--- config.mk ---
export PLATFORM = sky130hd
export DESIGN_NAME = safety_device_flat
export DESIGN_NICKNAME = d
export VERILOG_FILES = /design/src/safety_pkg.sv /design/src/safety_link_if.sv /design/src/safety_device.sv /design/src/flat_wrapper.sv
export SDC_FILE = /design/constraint.sdc
export NUM_CORES = 1
export LEC_CHECK = 0
export ABC_AREA = 1
export BUFFER_PORTS_ARGS = -buffer_cell sky130_fd_sc_hd__buf_4
export CAP_MARGIN = 20
export CORE_MARGIN = 5
export CORE_UTILIZATION = 40
export DETAILED_ROUTE_END_ITERATION = 6
export SLEW_MARGIN = 10
export SYNTH_ARGS = -nofsm -noshare
export SYNTH_HDL_FRONTEND = slang
export SYNTH_SLANG_ARGS = --single-unit
--- constraint.sdc ---
create_clock -name hclk -period 2.4 [get_ports hclk]
set_input_delay 0.24 -clock hclk [delete_from_list [all_inputs] [get_ports hclk]]
set_output_delay 0.24 -clock hclk [all_outputs]
set_load 0.005 [all_outputs]
--- src/safety_pkg.sv ---
// shared constants, types and checksum functions for the safety link
// Overview of operation
// controller refreshes telegrams before watchdog runs out
// each valid telegram restarts the watchdog
// watchdog period 10 to 10000 milliseconds
// target address 1..255, equals switch
// codename of origin and target authenticates link
// controller origin address defaults to one
// on error passivate outputs and report fault
// passivated outputs carry zero substitute values
// telegram checksum rejects bad data or addressing
// telegram checksum length is three bytes
// sequence number confirms order and completeness
// requested integrity level must match local rating
// parameter block type must be zero
// parameter block version must be one
// parameter signature verified on arrival
// only common parameter block, no individual parameters
// parameter fault cleared only by new block
// runtime faults held until controller acknowledgment; a good new parameter block also clears them here
package safety_pkg;
   localparam int          MS_IN_NS          = 1000000;
   localparam int          CLK_NS            = 5;
   localparam int          CYCLES_PER_MS_DEF = MS_IN_NS / CLK_NS;
   localparam int          DATA_W            = 8;
   localparam int          SEQ_W             = 8;
   localparam int          WD_W              = 14;
   localparam int          SIG_W             = 16;
   localparam int          CHK_W             = 24;
   localparam int          FLT_W             = 4;
   localparam int          FLT_PARAM         = 0;
   localparam int          FLT_WD            = 1;
   localparam int          FLT_CHK           = 2;
   localparam int          FLT_SEQ           = 3;
   localparam logic [1:0]  RATED_LEVEL_DEF   = 2'h3;
   localparam logic [1:0]  CHK_LEN_BYTES     = 2'h3;
   localparam logic [2:0]  BLOCK_TYPE_PLAIN  = 3'h0;
   localparam logic [2:0]  PAR_VERSION_V2    = 3'h1;
   localparam logic [7:0]  ORIGIN_ADDR_DEF   = 8'h01;
   localparam logic [7:0]  ADDR_MIN          = 8'h01;
   localparam logic [13:0] WD_MIN            = 14'h000a;
   localparam logic [13:0] WD_MAX            = 14'h2710;
   localparam logic [15:0] SIG_SEED          = 16'ha5c3;
   localparam logic [23:0] CHK_SEED          = 24'h5a3c96;
   // register map of the controller
   localparam logic [7:0]  OFS_CTRL          = 8'h00;
   localparam logic [7:0]  OFS_PARAM         = 8'h04;
   localparam logic [7:0]  OFS_PARAM2        = 8'h08;
   localparam logic [7:0]  OFS_TXDATA        = 8'h0c;
   localparam logic [7:0]  OFS_INTERVAL      = 8'h10;
   localparam logic [7:0]  OFS_STATUS        = 8'h14;
   localparam logic [7:0]  OFS_IRQ_STAT      = 8'h18;
   localparam logic [7:0]  OFS_IRQ_MASK      = 8'h1c;
   localparam int          CMD_SEND_PARAM    = 0;
   localparam int          CMD_CYCLIC        = 1;
   localparam int          CMD_ACK           = 2;
   localparam int          CMD_SEND_TEL      = 3;
   localparam int          PAR_TARGET_LSB    = 0;
   localparam int          PAR_LEVEL_LSB     = 8;
   localparam int          PAR_WD_LSB        = 16;
   localparam int          P2_TYPE_LSB       = 0;
   localparam int          P2_VER_LSB        = 4;
   localparam int          P2_LEN_LSB        = 8;
   localparam int          P2_BAD_SIG        = 12;
   localparam int          IRQ_REPLY_OK      = 0;
   localparam int          IRQ_FAULT         = 1;
   localparam int          IRQ_W             = 2;
   localparam int          HTRANS_ACTIVE     = 1;
   localparam logic [31:0] PARAM_RST         = 32'h0096_0301;
   localparam logic [31:0] PARAM2_RST        = 32'h0000_0310;

   typedef struct packed {
      logic [7:0]  origin_addr;
      logic [7:0]  target_addr;
      logic [1:0]  requested_integrity_level;
      logic [1:0]  checksum_len;
      logic [2:0]  param_block_type;
      logic [2:0]  block_version;
      logic [13:0] safety_watchdog_period;
   } param_set_type;

   function automatic logic [15:0] param_sig(input param_set_type p);
      return p[15:0] ^ p[31:16] ^ {8'h00, p[39:32]} ^ SIG_SEED;
   endfunction : param_sig

   function automatic logic [23:0] tel_chk(input logic [7:0] data, seq, input logic ack,
                                          input logic [15:0] code, sig);
      return {code, sig[7:0]} ^ {sig[15:8], data, seq} ^ {23'h000000, ack} ^ CHK_SEED;
   endfunction : tel_chk
endpackage : safety_pkg

--- src/safety_link_if.sv ---
// link between safe controller and safety device
interface safety_link_if
   import safety_pkg::*;
   ();
   logic                param_valid;
   param_set_type       param;
   logic [SIG_W-1:0]    param_signature;
   logic                tel_valid;
   logic [DATA_W-1:0]   tel_data;
   logic [SEQ_W-1:0]    tel_seq;
   logic                tel_ack;
   logic [CHK_W-1:0]    telegram_checksum;
   logic                reply_valid;
   logic [FLT_W-1:0]    reply_faults;
   logic [SEQ_W-1:0]    reply_seq;

   modport device (
      input  param_valid, param, param_signature,
      input  tel_valid, tel_data, tel_seq, tel_ack, telegram_checksum,
      output reply_valid, reply_faults, reply_seq
   );
   modport controller (
      output param_valid, param, param_signature,
      output tel_valid, tel_data, tel_seq, tel_ack, telegram_checksum,
      input  reply_valid, reply_faults, reply_seq
   );
endinterface : safety_link_if

--- src/safety_device.sv ---
// safety device end: parameter check, watchdog, telegram check, passivation
module safety_device
   import safety_pkg::*;
   #(
      parameter int         CYCLES_PER_MS = CYCLES_PER_MS_DEF,
      parameter logic [1:0] RATED_LEVEL   = RATED_LEVEL_DEF
   )
   (
      input  wire logic              hclk,
      input  wire logic              hresetn,
      input  wire logic              clk_en,
      input  wire logic [7:0]        address_switch,
      safety_link_if.device          link,
      output logic [DATA_W-1:0]      safe_outputs,
      output logic                   passivated,
      output logic [FLT_W-1:0]       fault_flags,
      output logic                   param_loaded
   );

   typedef enum logic [1:0] {ST_WAIT_PARAM, ST_RUN, ST_PASSIVE} dev_state_type;

   localparam logic [31:0] DIV_LAST = 32'(CYCLES_PER_MS - 1);

   dev_state_type        state_reg;
   dev_state_type        state_next;
   logic [7:0]           sw_meta_reg;
   logic [7:0]           sw_sync_reg;
   param_set_type        cfg_reg;
   logic [SIG_W-1:0]     sig_reg;
   logic                 loaded_reg;
   logic                 resync_reg;
   logic [FLT_W-1:0]     faults_reg;
   logic [FLT_W-1:0]     faults_next;
   logic [SEQ_W-1:0]     exp_seq_reg;
   logic [31:0]          div_reg;
   logic [WD_W-1:0]      ms_reg;
   logic [DATA_W-1:0]    out_reg;
   logic [DATA_W-1:0]    out_next;
   logic                 reply_valid_reg;
   logic [FLT_W-1:0]     reply_faults_reg;
   logic [SEQ_W-1:0]     reply_seq_reg;

   wire logic [15:0]     codename;
   wire logic            p_addr_ok;
   wire logic            p_level_ok;
   wire logic            p_len_ok;
   wire logic            p_type_ok;
   wire logic            p_ver_ok;
   wire logic            p_wd_ok;
   wire logic            p_sig_ok;
   wire logic            param_good;
   wire logic            param_load_ok;
   wire logic            addr_lost;
   wire logic            tel_checked;
   wire logic            chk_good;
   wire logic            seq_good;
   wire logic            valid_tel;
   wire logic            ack_ok;
   wire logic            wd_tick;
   wire logic            wd_expire;
   wire logic            timer_hold;
   wire logic [FLT_W-1:0] fault_set;
   wire logic [FLT_W-1:0] fault_clr;

   // the switch is a pin; link inputs are on hclk
   always_ff @(posedge hclk or negedge hresetn)
   begin
      if (!hresetn)
      begin
         sw_meta_reg <= 8'h00;
         sw_sync_reg <= 8'h00;
      end
      else if (clk_en)
      begin
         sw_meta_reg <= address_switch;
         sw_sync_reg <= sw_meta_reg;
      end
   end

   // parameter block checks
   assign p_addr_ok  = (link.param.target_addr >= ADDR_MIN)
                       && (link.param.target_addr == sw_sync_reg);
   assign p_level_ok = link.param.requested_integrity_level == RATED_LEVEL;
   assign p_len_ok   = link.param.checksum_len == CHK_LEN_BYTES;
   // a nonzero type would carry individual parameters
   assign p_type_ok  = link.param.param_block_type == BLOCK_TYPE_PLAIN;
   assign p_ver_ok   = link.param.block_version == PAR_VERSION_V2;
   assign p_wd_ok    = (link.param.safety_watchdog_period >= WD_MIN)
                       && (link.param.safety_watchdog_period <= WD_MAX);
   assign p_sig_ok   = link.param_signature == param_sig(link.param);
   assign param_good = p_addr_ok & p_level_ok & p_len_ok & p_type_ok
                       & p_ver_ok & p_wd_ok & p_sig_ok;
   assign param_load_ok = link.param_valid & param_good;

   // switch moved after a good load: connection no longer authentic
   assign addr_lost = loaded_reg & ~link.param_valid
                      & (cfg_reg.target_addr != sw_sync_reg);

   // telegram checks against the stored session
   assign codename    = {cfg_reg.origin_addr, cfg_reg.target_addr};
   assign tel_checked = link.tel_valid & loaded_reg & ~faults_reg[FLT_PARAM];
   assign chk_good    = link.telegram_checksum
                        == tel_chk(link.tel_data, link.tel_seq, link.tel_ack,
                                   codename, sig_reg);
   assign seq_good    = link.tel_seq == exp_seq_reg;
   // ack or first telegram after a load resyncs the sequence
   assign valid_tel   = tel_checked & chk_good & (seq_good | link.tel_ack | resync_reg);
   assign ack_ok      = valid_tel & link.tel_ack;

   // watchdog in whole milliseconds
   assign wd_tick    = div_reg == DIV_LAST;
   assign wd_expire  = (state_reg == ST_RUN) & wd_tick & ~valid_tel
                       & (ms_reg == cfg_reg.safety_watchdog_period - 14'h0001);
   assign timer_hold = valid_tel | (state_reg != ST_RUN);

   // set wins over clear for every fault flag
   assign fault_set[FLT_PARAM] = (link.param_valid & ~param_good) | addr_lost;
   assign fault_set[FLT_WD]    = wd_expire;
   assign fault_set[FLT_CHK]   = tel_checked & ~chk_good;
   assign fault_set[FLT_SEQ]   = tel_checked & chk_good & ~seq_good
                                 & ~link.tel_ack & ~resync_reg;
   // operator acknowledgment never clears a parameter fault
   assign fault_clr[FLT_PARAM] = param_load_ok;
   assign fault_clr[FLT_SEQ:FLT_WD] = {(FLT_W-1){ack_ok | param_load_ok}};
   assign faults_next = (faults_reg & ~fault_clr) | fault_set;

   always_comb
   begin
      state_next = state_reg;
      case (state_reg)
         ST_WAIT_PARAM:
         begin
            if (param_load_ok && !fault_set[FLT_PARAM])
               state_next = ST_RUN;
         end
         ST_RUN:
         begin
            if (faults_next[FLT_PARAM])
               state_next = ST_WAIT_PARAM;
            else if (|faults_next)
               state_next = ST_PASSIVE;
         end
         ST_PASSIVE:
         begin
            if (faults_next[FLT_PARAM])
               state_next = ST_WAIT_PARAM;
            else if (~|faults_next)
               state_next = ST_RUN;
         end
         default:
            state_next = ST_WAIT_PARAM;
      endcase
   end

   // zero substitute values whenever not running
   assign out_next = (state_next != ST_RUN) ? '0 :
                     valid_tel ? link.tel_data : out_reg;

   always_ff @(posedge hclk or negedge hresetn)
   begin
      if (!hresetn)
      begin
         state_reg   <= ST_WAIT_PARAM;
         faults_reg  <= '0;
         out_reg     <= '0;
         cfg_reg     <= '0;
         sig_reg     <= '0;
         loaded_reg  <= 1'b0;
         resync_reg  <= 1'b0;
         exp_seq_reg <= '0;
      end
      else if (clk_en)
      begin
         state_reg  <= state_next;
         faults_reg <= faults_next;
         out_reg    <= out_next;
         if (param_load_ok)
         begin
            cfg_reg    <= link.param;
            sig_reg    <= link.param_signature;
            loaded_reg <= 1'b1;
            resync_reg <= 1'b1;
         end
         else if (valid_tel)
            resync_reg <= 1'b0;
         if (valid_tel)
            exp_seq_reg <= link.tel_seq + 8'h01;
      end
   end

   always_ff @(posedge hclk or negedge hresetn)
   begin
      if (!hresetn)
      begin
         div_reg <= '0;
         ms_reg  <= '0;
      end
      else if (clk_en)
      begin
         if (timer_hold)
         begin
            div_reg <= '0;
            ms_reg  <= '0;
         end
         else if (wd_tick)
         begin
            div_reg <= '0;
            ms_reg  <= ms_reg + 14'h0001;
         end
         else
            div_reg <= div_reg + 32'h0000_0001;
      end
   end

   // every telegram and block gets the fault picture
   always_ff @(posedge hclk or negedge hresetn)
   begin
      if (!hresetn)
      begin
         reply_valid_reg  <= 1'b0;
         reply_faults_reg <= '0;
         reply_seq_reg    <= '0;
      end
      else if (clk_en)
      begin
         reply_valid_reg  <= link.tel_valid | link.param_valid;
         reply_faults_reg <= faults_next;
         if (link.tel_valid)
            reply_seq_reg <= link.tel_seq;
      end
   end

   assign link.reply_valid  = reply_valid_reg;
   assign link.reply_faults = reply_faults_reg;
   assign link.reply_seq    = reply_seq_reg;
   assign safe_outputs      = out_reg;
   assign passivated        = state_reg != ST_RUN;
   assign fault_flags       = faults_reg;
   assign param_loaded      = loaded_reg;

endmodule : safety_device

--- src/flat_wrapper.sv ---
// flat-port wrapper written by rule: the top's interface ports become plain ports
module safety_device_flat import safety_pkg::*;
#(
      parameter int         CYCLES_PER_MS = CYCLES_PER_MS_DEF,
      parameter logic [1:0] RATED_LEVEL   = RATED_LEVEL_DEF
   )
  (hclk, hresetn, clk_en, address_switch, safe_outputs, passivated, fault_flags, param_loaded, link_param_valid, link_param, link_param_signature, link_tel_valid, link_tel_data, link_tel_seq, link_tel_ack, link_telegram_checksum, link_reply_valid, link_reply_faults, link_reply_seq);
  safety_link_if link_i ();
  input  wire logic hclk;
  input  wire logic hresetn;
  input  wire logic clk_en;
  input  wire logic [7:0] address_switch;
  output logic [DATA_W-1:0] safe_outputs;
  output logic passivated;
  output logic [FLT_W-1:0] fault_flags;
  output logic param_loaded;
  input wire logic [$bits(link_i.param_valid)-1:0] link_param_valid;
  input wire logic [$bits(link_i.param)-1:0] link_param;
  input wire logic [$bits(link_i.param_signature)-1:0] link_param_signature;
  input wire logic [$bits(link_i.tel_valid)-1:0] link_tel_valid;
  input wire logic [$bits(link_i.tel_data)-1:0] link_tel_data;
  input wire logic [$bits(link_i.tel_seq)-1:0] link_tel_seq;
  input wire logic [$bits(link_i.tel_ack)-1:0] link_tel_ack;
  input wire logic [$bits(link_i.telegram_checksum)-1:0] link_telegram_checksum;
  output wire logic [$bits(link_i.reply_valid)-1:0] link_reply_valid;
  output wire logic [$bits(link_i.reply_faults)-1:0] link_reply_faults;
  output wire logic [$bits(link_i.reply_seq)-1:0] link_reply_seq;
  assign link_i.param_valid = link_param_valid;
  assign link_i.param = link_param;
  assign link_i.param_signature = link_param_signature;
  assign link_i.tel_valid = link_tel_valid;
  assign link_i.tel_data = link_tel_data;
  assign link_i.tel_seq = link_tel_seq;
  assign link_i.tel_ack = link_tel_ack;
  assign link_i.telegram_checksum = link_telegram_checksum;
  assign link_reply_valid = link_i.reply_valid;
  assign link_reply_faults = link_i.reply_faults;
  assign link_reply_seq = link_i.reply_seq;
  safety_device #(.CYCLES_PER_MS(CYCLES_PER_MS), .RATED_LEVEL(RATED_LEVEL)) u_core (.hclk(hclk), .hresetn(hresetn), .clk_en(clk_en), .address_switch(address_switch), .link(link_i), .safe_outputs(safe_outputs), .passivated(passivated), .fault_flags(fault_flags), .param_loaded(param_loaded));
endmodule
Word level (Yosys, flattened, before mapping)
Index checks and enable logic that the tools add are counted.
{ "classes": {"shift": 0, "n_reduce_logical": 16, "n_div": 0, "order_cmp": 3, "n_addsub": 4, "eq_ne": 14, "muxes": 14, "n_bitwise": 45, "n_mul": 0} }
{ "ops": {"columns": ["operator", "n"], "rows": [
  ["2-to-1 mux 32 bit", 2],
  ["adder 32 x 1 -> 32 bit (second input constant)", 1],
  ["== test 32 x 18 -> 1 bit (second input constant)", 1],
  ["2-to-1 mux 14 bit", 2],
  ["== test 24 bit", 1],
  ["bitwise XOR 24 x 1 -> 24 bit", 1],
  ["bitwise XOR 24 bit", 1],
  ["AND 1 bit", 22],
  ["== test 16 bit", 1],
  ["== test 8 bit", 2],
  ["2-to-1 mux 8 bit", 2],
  ["bitwise XOR 16 bit", 1],
  ["bitwise XOR 16 x 8 -> 16 bit", 1],
  ["adder 14 x 1 -> 14 bit (second input constant)", 1],
  ["== test 14 bit", 1],
  ["greater-or-equal comparator 14 x 4 -> 1 bit (second input constant)", 1],
  ["less-or-equal comparator 14 bit (second input constant)", 1],
  ["subtractor 14 x 1 -> 14 bit (second input constant)", 1],
  ["NOT 12 bit", 1],
  ["AND reduction 2 bit", 6],
  ["2-to-1 mux 2 bit", 5],
  ["adder 8 x 1 -> 8 bit (second input constant)", 1],
  ["greater-or-equal comparator 8 x 1 -> 1 bit (second input constant)", 1],
  ["!= test 8 bit", 1],
  ["other kinds (18)", 38]
]} }
{ "word_totals": {"output_inout_bits": 27, "ram_bits": 0, "mem_count": 0, "rom_bits": 0, "word_cells": 112, "register_bits": 141, "latch_bits": 0} }

Depth between registers and ports, before layout
Gate-level depths: netlist (run 1).
{ "depth": {"ltp_word": 20, "depth_mapped": 20, "depth_no_buf": 20} }

Worst setup path before layout (run 1)
No wires, ideal clock.
{ "synth_timing": {"path_type": "reg-to-reg", "start": "register u_core.div_reg[0]", "end": "register u_core.div_reg[30]", "setup_time_ps": 121, "arrival_ps": 1885, "required_ps": 2279, "setup_slack_ps": 394, "path_stages_with_launch": 17, "period_less_slack_ps": 2006, "cell_sequence": "dfrtp_1 -> ha_1 -> nand3_1 -> nor2_1 -> nand3_1 -> nor2_1 -> nand4_1 -> nor2_1 -> nand2_1 -> nor2_1 -> nand3_1 -> nor2_2 -> nand3_2 -> nor2_1 -> nand2_1 -> nand2_1 -> a21oi_1"} }
{ "synth_via": {"elab_chain_cells": 3, "elab_cells_between_ends": 4} }
{ "synth_lines": {"columns": ["item", "line_no", "source"], "rows": [
  ["start: declaration", "safety_device.sv:35", "logic [31:0] div_reg;"],
  ["start signal: assignment", "safety_device.sv:211", "div_reg <= div_reg + 32'h0000_0001;"],
  ["adder 32 x 1 -> 32 bit / == test 32 x 18 -> 1 bit (equally long branches)", "safety_device.sv:211, safety_device.sv:111", null],
  ["2-to-1 mux 32 bit *", "safety_device.sv:205", "else if (wd_tick)"],
  ["2-to-1 mux 32 bit *", "safety_device.sv:200", "if (timer_hold)"]
]} }
Every way passes the cells marked *; elsewhere a longest branch is shown, timed or not.
A chain may end at the register's enable or synchronous reset.

Final worst setup path (run 1)
{ "layout_timing": {"start": "register u_core.div_reg[1]", "end": "register u_core.div_reg[30]"} }
The elaborated chain is that of the path after synthesis.

==> results of run 1 <==
area by class of cell:
| type | instances | area (sq um) |
|---|---|---|
| fillers | 2274 | 11300 |
| diodes | 1 | 2.50 |
| clock buffers | 20 | 447 |
| inverters | 169 | 639 |
| repair buffers | 167 | 1310 |
| multi-input cells | 984 | 5010 |
| flip-flops and latches | 141 | 3530 |
| well taps | 285 | 357 |
| clock inverters | 12 | 110 |
cell families after synthesis:
group	after synthesis	share of synthesized area, %
mux	5	0.610
compound gates	117	6.98
xor+xnor	63	5.97
simple gates	794	38.7
flops	141	38.2
buf+inv	201	8.94
fa+ha+maj	4	0.542
routing by layer:
layer / vias up / track usage [%]
met5: - / 0
met4: 0 / 6.61
met3: 32 / 2.92
met2: 226 / 32.6
met1: 4082 / 29.8
li1: 4505 / -
final timing paths:
check,start,end,slack [ps]
max,u_core.div_reg[1]$_DFFE_PN0P_,u_core.div_reg[30]$_DFFE_PN0P_,140
min,address_switch[1],u_core.sw_meta_reg[1]$_DFFE_PN0P_,20
max reg2reg,u_core.div_reg[1]$_DFFE_PN0P_,u_core.div_reg[30]$_DFFE_PN0P_,140
min reg2reg,u_core.sw_meta_reg[4]$_DFFE_PN0P_,u_core.sw_meta_reg[4]$_DFFE_PN0P_,470
max in group asynchronous,hresetn,u_core.state_reg[0]$_DFFE_PN0P_,1380
min in group asynchronous,hresetn,u_core.sig_reg[8]$_DFFE_PN0P_,320
stage by stage:
stage,utilization (%),hold slack (ps)
floorplan,-,-55.6
global placement,46.8,231
detailed placement,46.8,232
CTS,49.5,0.497
global route,50.2,24.6
finish,50.2,16.9
worst min-delay path, stage by stage:
cell     delay [ps]
buf_4            80
nand2_1          40
nand2_1          50
cell usage in the layout (no fill, tap or decap), types with 9 or more instances in the layout:
cell type / synthesis / layout
nand3_1: 90 / 86
clkbuf_16: 0 / 17
nand3_2: 11 / 14
inv_1: 153 / 153
o21ai_0: 75 / 75
nand4_1: 25 / 25
a21oi_1: 24 / 21
inv_2: 15 / 15
nand2_2: 7 / 9
nor2_4: 6 / 11
xor2_1: 37 / 37
nand2_1: 439 / 436
xnor2_1: 26 / 26
nor2_1: 136 / 130
nand3b_1: 20 / 20
dfrtp_1: 141 / 141
nor3_1: 24 / 23
buf_4: 5 / 156
power groups by stage:
stage	Combinational, mW	Sequential (mW)	Clock (mW)
after floorplan	0.403	2.52	0
after global placement	0.815	2.54	0
after detailed placement	0.821	2.54	0
after CTS	0.834	2.49	2.63
after global routing	0.930	2.50	2.73
final	0.834	2.49	2.58
what timing repair did:
item / in CTS / in global routing
hold buffers: 7 / 0
setup endpoints to repair: 0 / 22
setup buffers: 0 / 3
hold endpoints to repair: 56 / 0
resized for setup: 0 / 28
==> impl_metrics.csv, run 1 <==
group,metric,value,unit
run_status,status,"completed",
yosys,synth_area,0.00924,sq mm
yosys,synth.top_cells.by_count,"439 x nand2_1, 153 x inv_1, 141 x dfrtp_1, 136 x nor2_1, 90 x nand3_1",
global_route,grt-ovfl-total,0,
floorplanning,core_area,0.0227,sq mm
worst_setup_path,cp-end-kind,"register",
worst_setup_path,path_buf_inv,0,
sta,layout_setup_ws,139,ps
worst_setup_path,max_stage_delay,370,ps
power_and_ir_drop,power_density,518,mW/mm^2
finish,final_area,0.0114,sq mm
drt,wl_per_cell,15.2,microns
worst_setup_path,critPathMaxFanout,3,
clocking,path_clk_slew,60,ps
clocking,max-clock-path-buffers,2,
finish,syn2layout_area_growth,23.5,%
sta,fin_crit_sh,94.2,%
power_and_ir_drop,pwr-share-clk,43.6,%
clocking,cts.root.buffer_cell,"clkbuf_16",
global_route,grt_max_degree,54,
power_and_ir_drop,seqPwrFrac,42.2,%
place,dp_hpwl,21400,microns
global_route,antenna_found_initial,1,
yosys,yosysTopAreaCell,"dfrtp_1",
finish,drive_above_1_share,19.0,%
worst_setup_path,worstPathCellList,"ha_2, nand3_4, nor2_4, nand3_2, nor2_4, nand4_1, nor2_1, nand2_1, nor2_2, nand3_2, nor2_4, nand3_2, nor2_2, nand2_1, nand2_1, a21oi_2",
worst_setup_path,crit_arrival,2570,ps
worst_setup_path,crit_type,"register to register",
floorplanning,die_width,162,microns
floorplanning,rows,55,
yosys,avgSynthCellArea,6.97,sq um
finish,largest_register_ffs,32,
hold_path,hold_depth,3,
clocking,clock_latency,430,ps
sta,setup_viol,0,
place,dp_cells,1735,
finish,layout.nets,1594,
drt,viasPerCell,4.97,
yosys,synth-seq-cells,141,
sta,period_needed,2260,ps
global_route,grt_pass1_vias,8321,
place,io_buffers,136,
hold_path,min_path_type,"primary input to register",
drt,vias,8845,
sta,final_max_slew_viol_count,0,
yosys,ys.flop_type,"dfrtp_1",
drt,met2WireLength,12300,microns
sta,setup_tns,0,ps
drt,wl_met1,13000,microns
worst_setup_path,critPathRequiredTime,2710,ps
power_and_ir_drop,finalPower,5.90,mW
place,dpl_worst_slack,110,ps
yosys,synth_cells,1325,
sta,hold_violations,0,
worst_setup_path,reg2reg_depth,16,
yosys,synth_fp_nets,1439,
place,place_area,0.0106,sq mm
clocking,numCtsBuffers,17,
worst_setup_path,slowest_stage,"dfrtp_1",
finish,final_cells,1779,
worst_setup_path,start_kind,"register",
drt,highest_layer,"met4",
power_and_ir_drop,switchingPower,1.65,mW
worst_setup_path,cp.depth,16,
power_and_ir_drop,irDropWorstVdd,0.000449,V
yosys,synth_async_sr_flop_share,100,%
sta,finalClockSkew,12.6,ps
job,cap_violations,0,
drt,drcViolationCount,0,
power_and_ir_drop,p_leak,5.62,nW
worst_setup_path,crit_family,"simple AND/OR/NAND/NOR gates",
clocking,cts_tree,"built",
floorplanning,initial_core_util,40.7,%
yosys,synth.most_common_cell,"nand2_1",
power_and_ir_drop,p_int,4.25,mW
sta,timing.fmax,0.442,GHz
drt,drt_wl_total,27100,microns
clocking,cts.sinks,141,
floorplanning,die_area,0.0262,sq mm
floorplanning,num_io_pins,137,
yosys,synthTopCellsByArea,"dfrtp_1 38%, nand2_1 18%, inv_1 6.2%, nor2_1 5.5%, nand3_1 4.9%",
drt,wl_met3,1230,microns
yosys,synth_top_area_share,38.2,%
drt,drtIter0Drc,723,
floorplanning,chipHeight,162,microns
power_and_ir_drop,pwr-share-comb,14.1,%
sta,relSlewSlack,61.5,%
global_route,grt_usage,20.8,%
clocking,cts_htree_levels,4,
yosys,yosysSeqAreaShare,38.2,%
drt,firstDrtPassIters,6,
drt,ant_nets,0,
sta,rsz0062_at_grt,"yes",
yosys,synth_edf_count,0,
power_and_ir_drop,sw_frac_of_total,28.0,%
yosys,yosys_warnings,0,
sta,worst_slew_pin_slew,577,ps
yosys,yosysUniqueCellTypes,44,
global_route,grt_pass1_wl,43200,microns
place,gp_congestion,0.922,
(Power assumes the default switching activity.)
==> run 2: changes to the inputs <==
Settings changed: CORE_UTILIZATION 40 to 58, PLACE_DENSITY from default to 0.81.
==> run 2 against run 1 <==
Against the previous run: the run now ends with DRC left; combinational power shrank 2%; clock power is 7.8% higher; clock skew about the same; global-route usage rose by 8.5 points; sequential power is essentially flat; setup slack worse by 21 ps; power up 3.2%; critical path depth is the same; via count rose by 4.4%; critical path type unchanged; largest power group unchanged.
==> impl_metrics.csv, run 2 (synthesis results as in run 1) <==
group,metric,value,unit
run_status,status,"finished with violations",
run_status,failed_checks,"DRC",
power_and_ir_drop,p_leak,5.59,nW
finish,syn2layout_area_growth,21.8,%
worst_setup_path,cp-startpoint,"u_core.div_reg[0]$_DFFE_PN0P_",
drt,viasPerCell,5.44,
finish,final_area,0.0113,sq mm
place,place_area,0.0105,sq mm
hold_path,min_path_type,"primary input to register",
place,gp_congestion,0.947,
finish,final_common_cell,"nand2_1",
finish,drive_above_1_share,18.7,%
power_and_ir_drop,power_density,542,mW/mm^2
finish,largest_register_ffs,32,
sta,final_max_slew_viol_count,0,
worst_setup_path,crit_arrival,2600,ps
sta,finalClockSkew,12.8,ps
sta,setup_viol,0,
finish,multi_input_area,0.00497,sq mm
floorplanning,core_area,0.0158,sq mm
global_route,grt_pass1_wl,42800,microns
clocking,cts_htree_levels,4,
drt,drt_wl_total,26400,microns
power_and_ir_drop,irDropWorstVdd,0.000562,V
worst_setup_path,max_stage_delay,370,ps
floorplanning,initial_core_util,58.6,%
finish,diodes,0,
worst_setup_path,cp-end-kind,"register",
worst_setup_path,critPathMaxFanout,3,
sta,rsz0062_at_grt,"yes",
drt,drcViolationCount,7,
clocking,cts.root.buffer_cell,"clkbuf_16",
finish,final_cell_mix,"437 x nand2_1, 152 x inv_1, 151 x buf_4, 140 x dfrtp_1, 128 x nor2_1",
hold_path,hp-start,"address_switch[6]",
sta,period_needed,2280,ps
global_route,antenna_found_initial,0,
worst_setup_path,r2r_start,"u_core.div_reg[0]$_DFFE_PN0P_",
job,cap_violations,0,
global_route,grt_pass1_vias,8705,
clocking,path_clk_slew,60,ps
sta,fin_crit_sh,95.1,%
clocking,cts_tree,"built",
drt,vias,9231,
floorplanning,die_width,136,microns
worst_setup_path,slowest_stage,"dfrtp_1",
clocking,max-clock-path-buffers,2,
finish,fillers,1343,
floorplanning,rows,46,
worst_setup_path,crit_type,"register to register",
worst_setup_path,start_kind,"register",
sta,relSlewSlack,62.2,%
worst_setup_path,critPathRequiredTime,2720,ps
worst_setup_path,r2r_slack,120,ps
global_route,grt_usage,29.3,%
drt,wl_per_cell,15.5,microns
floorplanning,die_area,0.0185,sq mm
drt,drtIter0Drc,1071,
global_route,grt-ovfl-total,0,
finish,register_area,0.00353,sq mm
power_and_ir_drop,finalPower,6.09,mW
place,io_buffers,136,
clocking,numCtsBuffers,17,
place,dp_hpwl,20200,microns
sta,hold_violations,0,
floorplanning,num_io_pins,137,
clocking,clock_latency,430,ps
worst_setup_path,worstPathCellList,"ha_2, nand3_2, nor2_2, nand3_1, nor2_2, nand4_1, nor2_1, nand2_1, nor2_2, nand3_2, nor2_4, nand3_2, nor2_1, nand2_1, nand2_1, a21oi_1",
sta,timing.fmax,0.438,GHz
drt,firstDrtPassIters,7,
finish,layout.nets,1584,
clocking,cts.sinks,141,
drt,ant_nets,0,
floorplanning,chipHeight,136,microns
sta,worst_slew_pin_slew,566,ps
global_route,grt_max_degree,55,
[run 2: cell type report]
cell class | instances | share of cell area (%)
well taps | 216 | 2.40
clock inverters | 11 | 1.41
clock buffers | 20 | 3.97
flip-flops and latches | 141 | 31.4
multi-input cells | 984 | 44.2
inverters | 169 | 5.68
repair buffers | 157 | 11.0
[run 2: final timing paths]
kind                                                     endpoint  depth (start not counted)
worst max-delay path               u_core.div_reg[30]$_DFFE_PN0P_                         16
worst min-delay path            u_core.sw_meta_reg[6]$_DFFE_PN0P_                          3
worst max register to register     u_core.div_reg[30]$_DFFE_PN0P_                         16
worst min register to register  u_core.sw_meta_reg[2]$_DFFE_PN0P_                          2
max in group asynchronous          u_core.div_reg[12]$_DFFE_PN0P_                          3
min in group asynchronous           u_core.sig_reg[8]$_DFFE_PN0P_                          2
[run 2: critical path: cells and delay by family, from the launching register on]
kind | cells | cell delay [ps]
fa+ha+maj | 1 | 200
compound gates | 1 | 30
simple gates | 14 | 1580
flops | 1 | 370
[run 2: per-stage QoR]
stage / setup WS (ps) / std cells / TNS (ps) / hold slack [ps] / util, %
final: 118 / 1698 / 0 / 6.91 / 71.4
after global routing: -65.9 / 1698 / -73.5 / 17.7 / 71.4
after CTS: 55.5 / 1694 / 0 / 7.38 / 70.6
after detailed placement: 123 / 1662 / 0 / 230 / 66.7
after global placement: 173 / 1662 / 0 / 230 / 66.7
after floorplan: 394 / 1325 / 0 / -55.6 / -
[run 2: metal layers]
| layer | vias to the layer above | track usage [%] | routed length, microns |
|---|---|---|---|
| met5 | - | 0 | 0 |
| met2 | 409 | 45.2 | 12100 |
| met1 | 4276 | 40.4 | 11300 |
| met4 | 0 | 10.2 | 732 |
| li1 | 4487 | - | - |
| met3 | 59 | 7.14 | 2230 |
[run 2: what timing repair did]
item                                   in CTS  in global routing
endpoints found under the hold margin      51                  0
hold buffers                                1                  0
setup endpoints to repair                   0                 12
gates resized for setup                     0                 23
buffers inserted                            0                  3
[run 2: report_power, final]
group / internal, mW / switching (mW) / leakage, nW / total, mW
sequential: 2.44 / 0.0579 / 1.90 / 2.50
clock: 1.68 / 1.10 / 0.286 / 2.78
combinational: 0.343 / 0.477 / 3.40 / 0.821
total: 4.46 / 1.64 / 5.59 / 6.09
==> run 3: changes to the inputs <==
Settings changed: ABC_AREA 1 to 0, CORE_MARGIN 5 to 3, CORE_UTILIZATION 58 to 57, SLEW_MARGIN 10 to 25.
==> run 3 against run 2 <==
Against the previous run: the run ends with setup timing left; global-route usage grew 7.2 points; critical endpoint is now u_core.safe_outputs[3]$_DFFE_PN0P_; register-to-register slack lost 710 ps; maximum frequency shrank 24%; sequential power is essentially flat; count of clock-buffer cells in the layout up 1; design area is 12% higher; combinational power is 34% higher; clock power rose by 13%; utilization rose by 18 points; wire length grew 35%; highest routed layer unchanged.
==> impl_metrics.csv, run 3 <==
group,metric,value,unit
sta,rsz0062_at_grt,"yes",
clocking,path_clk_slew,60,ps
floorplanning,core_area,0.0140,sq mm
yosys,yosysTopAreaCell,"dfrtp_1",
floorplanning,initial_core_util,59.0,%
yosys,yosysSeqAreaShare,42.6,%
drt,drt_wl_total,35700,microns
clocking,cts_htree_levels,4,
hold_path,hold_depth,2,
yosys,synth_edf_count,0,
drt,ant_nets,0,
finish,final_cell_mix,"297 x buf_4, 141 x dfrtp_1, 71 x xnor2_1, 53 x mux2_2, 47 x nor2_1",
power_and_ir_drop,irDropWorstVdd,0.000457,V
worst_setup_path,critPathMaxFanout,8,
clocking,cts.root.buffer_cell,"clkbuf_16",
sta,finalClockSkew,15.3,ps
sta,hold_violations,0,
sta,setup_tns,-37850,ps
global_route,grt_pass1_vias,8245,
drt,drtIter0Drc,1299,
job,cap_violations,0,
clocking,clock_latency,450,ps
worst_setup_path,cp-end-kind,"register",
clocking,numCtsBuffers,17,
floorplanning,die_width,127,microns
worst_setup_path,crit_type,"register to register",
yosys,synth_async_sr_flop_share,100,%
yosys,synth.most_common_cell,"dfrtp_1",
drt,firstDrtPassIters,6,
hold_path,min_path_type,"primary input to register",
place,dp_hpwl,17700,microns
floorplanning,die_area,0.0160,sq mm
sta,period_needed,2990,ps
floorplanning,chipHeight,127,microns
yosys,yosys_warnings,0,
yosys,synth_cells,771,
yosys,synthTopCellsByArea,"dfrtp_1 43%, xnor2_1 8.0%, mux2_2 7.2%, xor2_1 4.7%, mux2_4 3.3%",
clocking,cts_tree,"built",
place,gp_congestion,0.889,
clocking,cts.sinks,141,
drt,viasPerCell,6.86,
worst_setup_path,crit_arrival,3260,ps
floorplanning,rows,43,
yosys,synth_fp_nets,885,
worst_setup_path,critPathRequiredTime,2670,ps
floorplanning,num_io_pins,137,
sta,relSlewSlack,48.7,%
hold_path,whs_endpoint,"u_core.sw_meta_reg[4]$_DFFE_PN0P_",
sta,final_max_slew_viol_count,0,
drt,met2WireLength,16200,microns
drt,wl_met1,12400,microns
power_and_ir_drop,finalPower,6.73,mW
global_route,antenna_found_initial,0,
drt,wl_met3,4180,microns
worst_setup_path,start_kind,"register",
sta,layout_setup_ws,-588,ps
drt,highest_layer,"met4",
place,io_buffers,136,
run_status,status,"finished with violations",
finish,layout.nets,1213,
global_route,grt_usage,36.5,%
yosys,synth-seq-cells,141,
power_and_ir_drop,power_density,534,mW/mm^2
finish,final_common_cell,"buf_4",
yosys,synth_top_area_share,42.6,%
yosys,avgSynthCellArea,10.7,sq um
yosys,synth_area,0.00828,sq mm
sta,setup_viol,116,
global_route,grt_max_degree,58,
drt,wl_per_cell,27.6,microns
sta,fin_crit_sh,124,%
finish,diodes,0,
drt,drcViolationCount,0,
worst_setup_path,reg2reg_depth,13,
yosys,ys.flop_type,"dfrtp_1",
finish,drive_above_1_share,48.3,%
global_route,grt_pass1_wl,45200,microns
drt,vias,8854,
clocking,max-clock-path-buffers,2,
finish,syn2layout_area_growth,52.1,%
sta,worst_slew_pin_slew,770,ps
yosys,synth.top_cells.by_count,"141 x dfrtp_1, 76 x xnor2_1, 69 x nor2_1, 53 x mux2_2, 44 x xor2_1",
worst_setup_path,r2r_start,"u_core.cfg_reg[0]$_DFFE_PN0P_",
global_route,grt-ovfl-total,0,
hold_path,hp-start,"address_switch[4]",
finish,finish.utilization,89.7,%
power_and_ir_drop,p_leak,5.84,nW
sta,timing.fmax,0.335,GHz
finish,largest_register_ffs,32,
worst_setup_path,r2r-end,"u_core.safe_outputs[3]$_DFFE_PN0P_",
worst_setup_path,r2r_slack,-590,ps
run_status,failed_checks,"setup timing",
yosys,yosysUniqueCellTypes,64,
-- run 3: cell count changes in the layout (fill, tap and decap cells not counted), moves of 15 or more --
cell	before	now
mux2_2	5	53
nor2_1	128	47
buf_6	1	16
xnor2_1	26	71
o21ai_0	75	12
inv_1	152	26
buf_4	151	297
inv_2	16	0
nand2_1	437	32
nand3b_1	20	5
nand3_1	87	17
mux2_4	0	18
-- run 3: worst max-delay path by stage --
| stage | from | end | slack (ps) | depth (start not counted) |
|---|---|---|---|---|
| CTS | u_core.cfg_reg[0]$_DFFE_PN0P_ | u_core.safe_outputs[4]$_DFFE_PN0P_ | -360 | 11 |
| finish | u_core.cfg_reg[0]$_DFFE_PN0P_ | u_core.safe_outputs[3]$_DFFE_PN0P_ | -590 | 13 |
| global placement | u_core.sig_reg[3]$_DFFE_PN0P_ | u_core.safe_outputs[1]$_DFFE_PN0P_ | -430 | 10 |
| floorplan | u_core.cfg_reg[0]$_DFFE_PN0P_ | u_core.safe_outputs[1]$_DFFE_PN0P_ | -300 | 11 |
| global route | u_core.cfg_reg[0]$_DFFE_PN0P_ | u_core.safe_outputs[7]$_DFFE_PN0P_ | -720 | 13 |
| detailed placement | u_core.sig_reg[3]$_DFFE_PN0P_ | u_core.safe_outputs[4]$_DFFE_PN0P_ | -470 | 10 |
-- run 3: kinds of logic after synthesis --
family | Yosys count | share of synthesized area [%]
simple gates | 264 | 17.1
xor+xnor | 142 | 18.8
flops | 141 | 42.6
compound gates | 91 | 7.06
mux | 73 | 10.7
buf+inv | 56 | 3.07
fa+ha+maj | 4 | 0.605
-- run 3: cell type report --
class / instances / area, sq um
inverters: 27 / 101
repair buffers: 338 / 2960
clock buffers: 21 / 470
multi-input cells: 574 / 5100
flip-flops and latches: 141 / 3530
fillers: 518 / 1450
well taps: 180 / 225
clock inverters: 10 / 210
-- run 3: per-layer routing --
metal | track usage (%) | up-vias
met1 | 45.0 | 4234
met4 | 18.2 | 0
li1 | - | 3425
met5 | 0 | -
met3 | 8.59 | 296
met2 | 60.3 | 899
-- run 3: what timing repair did --
item,in CTS,in global routing
pin swaps,48,46
gates cloned,11,1
hold buffers,1,0
hold endpoints to repair,54,0
gates resized for setup,74,113
buffers inserted,21,18
setup endpoints to repair,115,116
-- run 3: worst max-delay path, stage by stage (launching register included) --
cell and delay (ps):
dfrtp_1 380, inv_1 70, ha_1 160, buf_4 170
nor4b_2 310, buf_4 200, buf_4 110, nand2_1 90
nor4_1 370, nand3b_1 180, nand4_1 220, a41oi_2 270
buf_6 180, o22ai_1 110
-- run 3: through the flow --
| step | instance area (sq um) | std cells | worst slack [ps] | hold slack [ps] |
|---|---|---|---|---|
| 3_5_place_dp | 10600 | 1215 | -471 | 246 |
| 5_1_grt | 12600 | 1291 | -724 | 30.6 |
| 3_3_place_gp | 10600 | 1215 | -434 | 241 |
| 6_report | 12600 | 1291 | -588 | 30.4 |
| 2_1_floorplan | 8320 | 771 | -303 | -55.6 |
| 4_1_cts | 12000 | 1277 | -362 | 26.4 |
-- run 3: where the power goes --
group	leakage (nW)	internal (mW)	total [mW]	switching (mW)
clock	0.318	2.03	3.14	1.11
combinational	3.62	0.564	1.10	0.532
sequential	1.90	2.44	2.50	0.0621
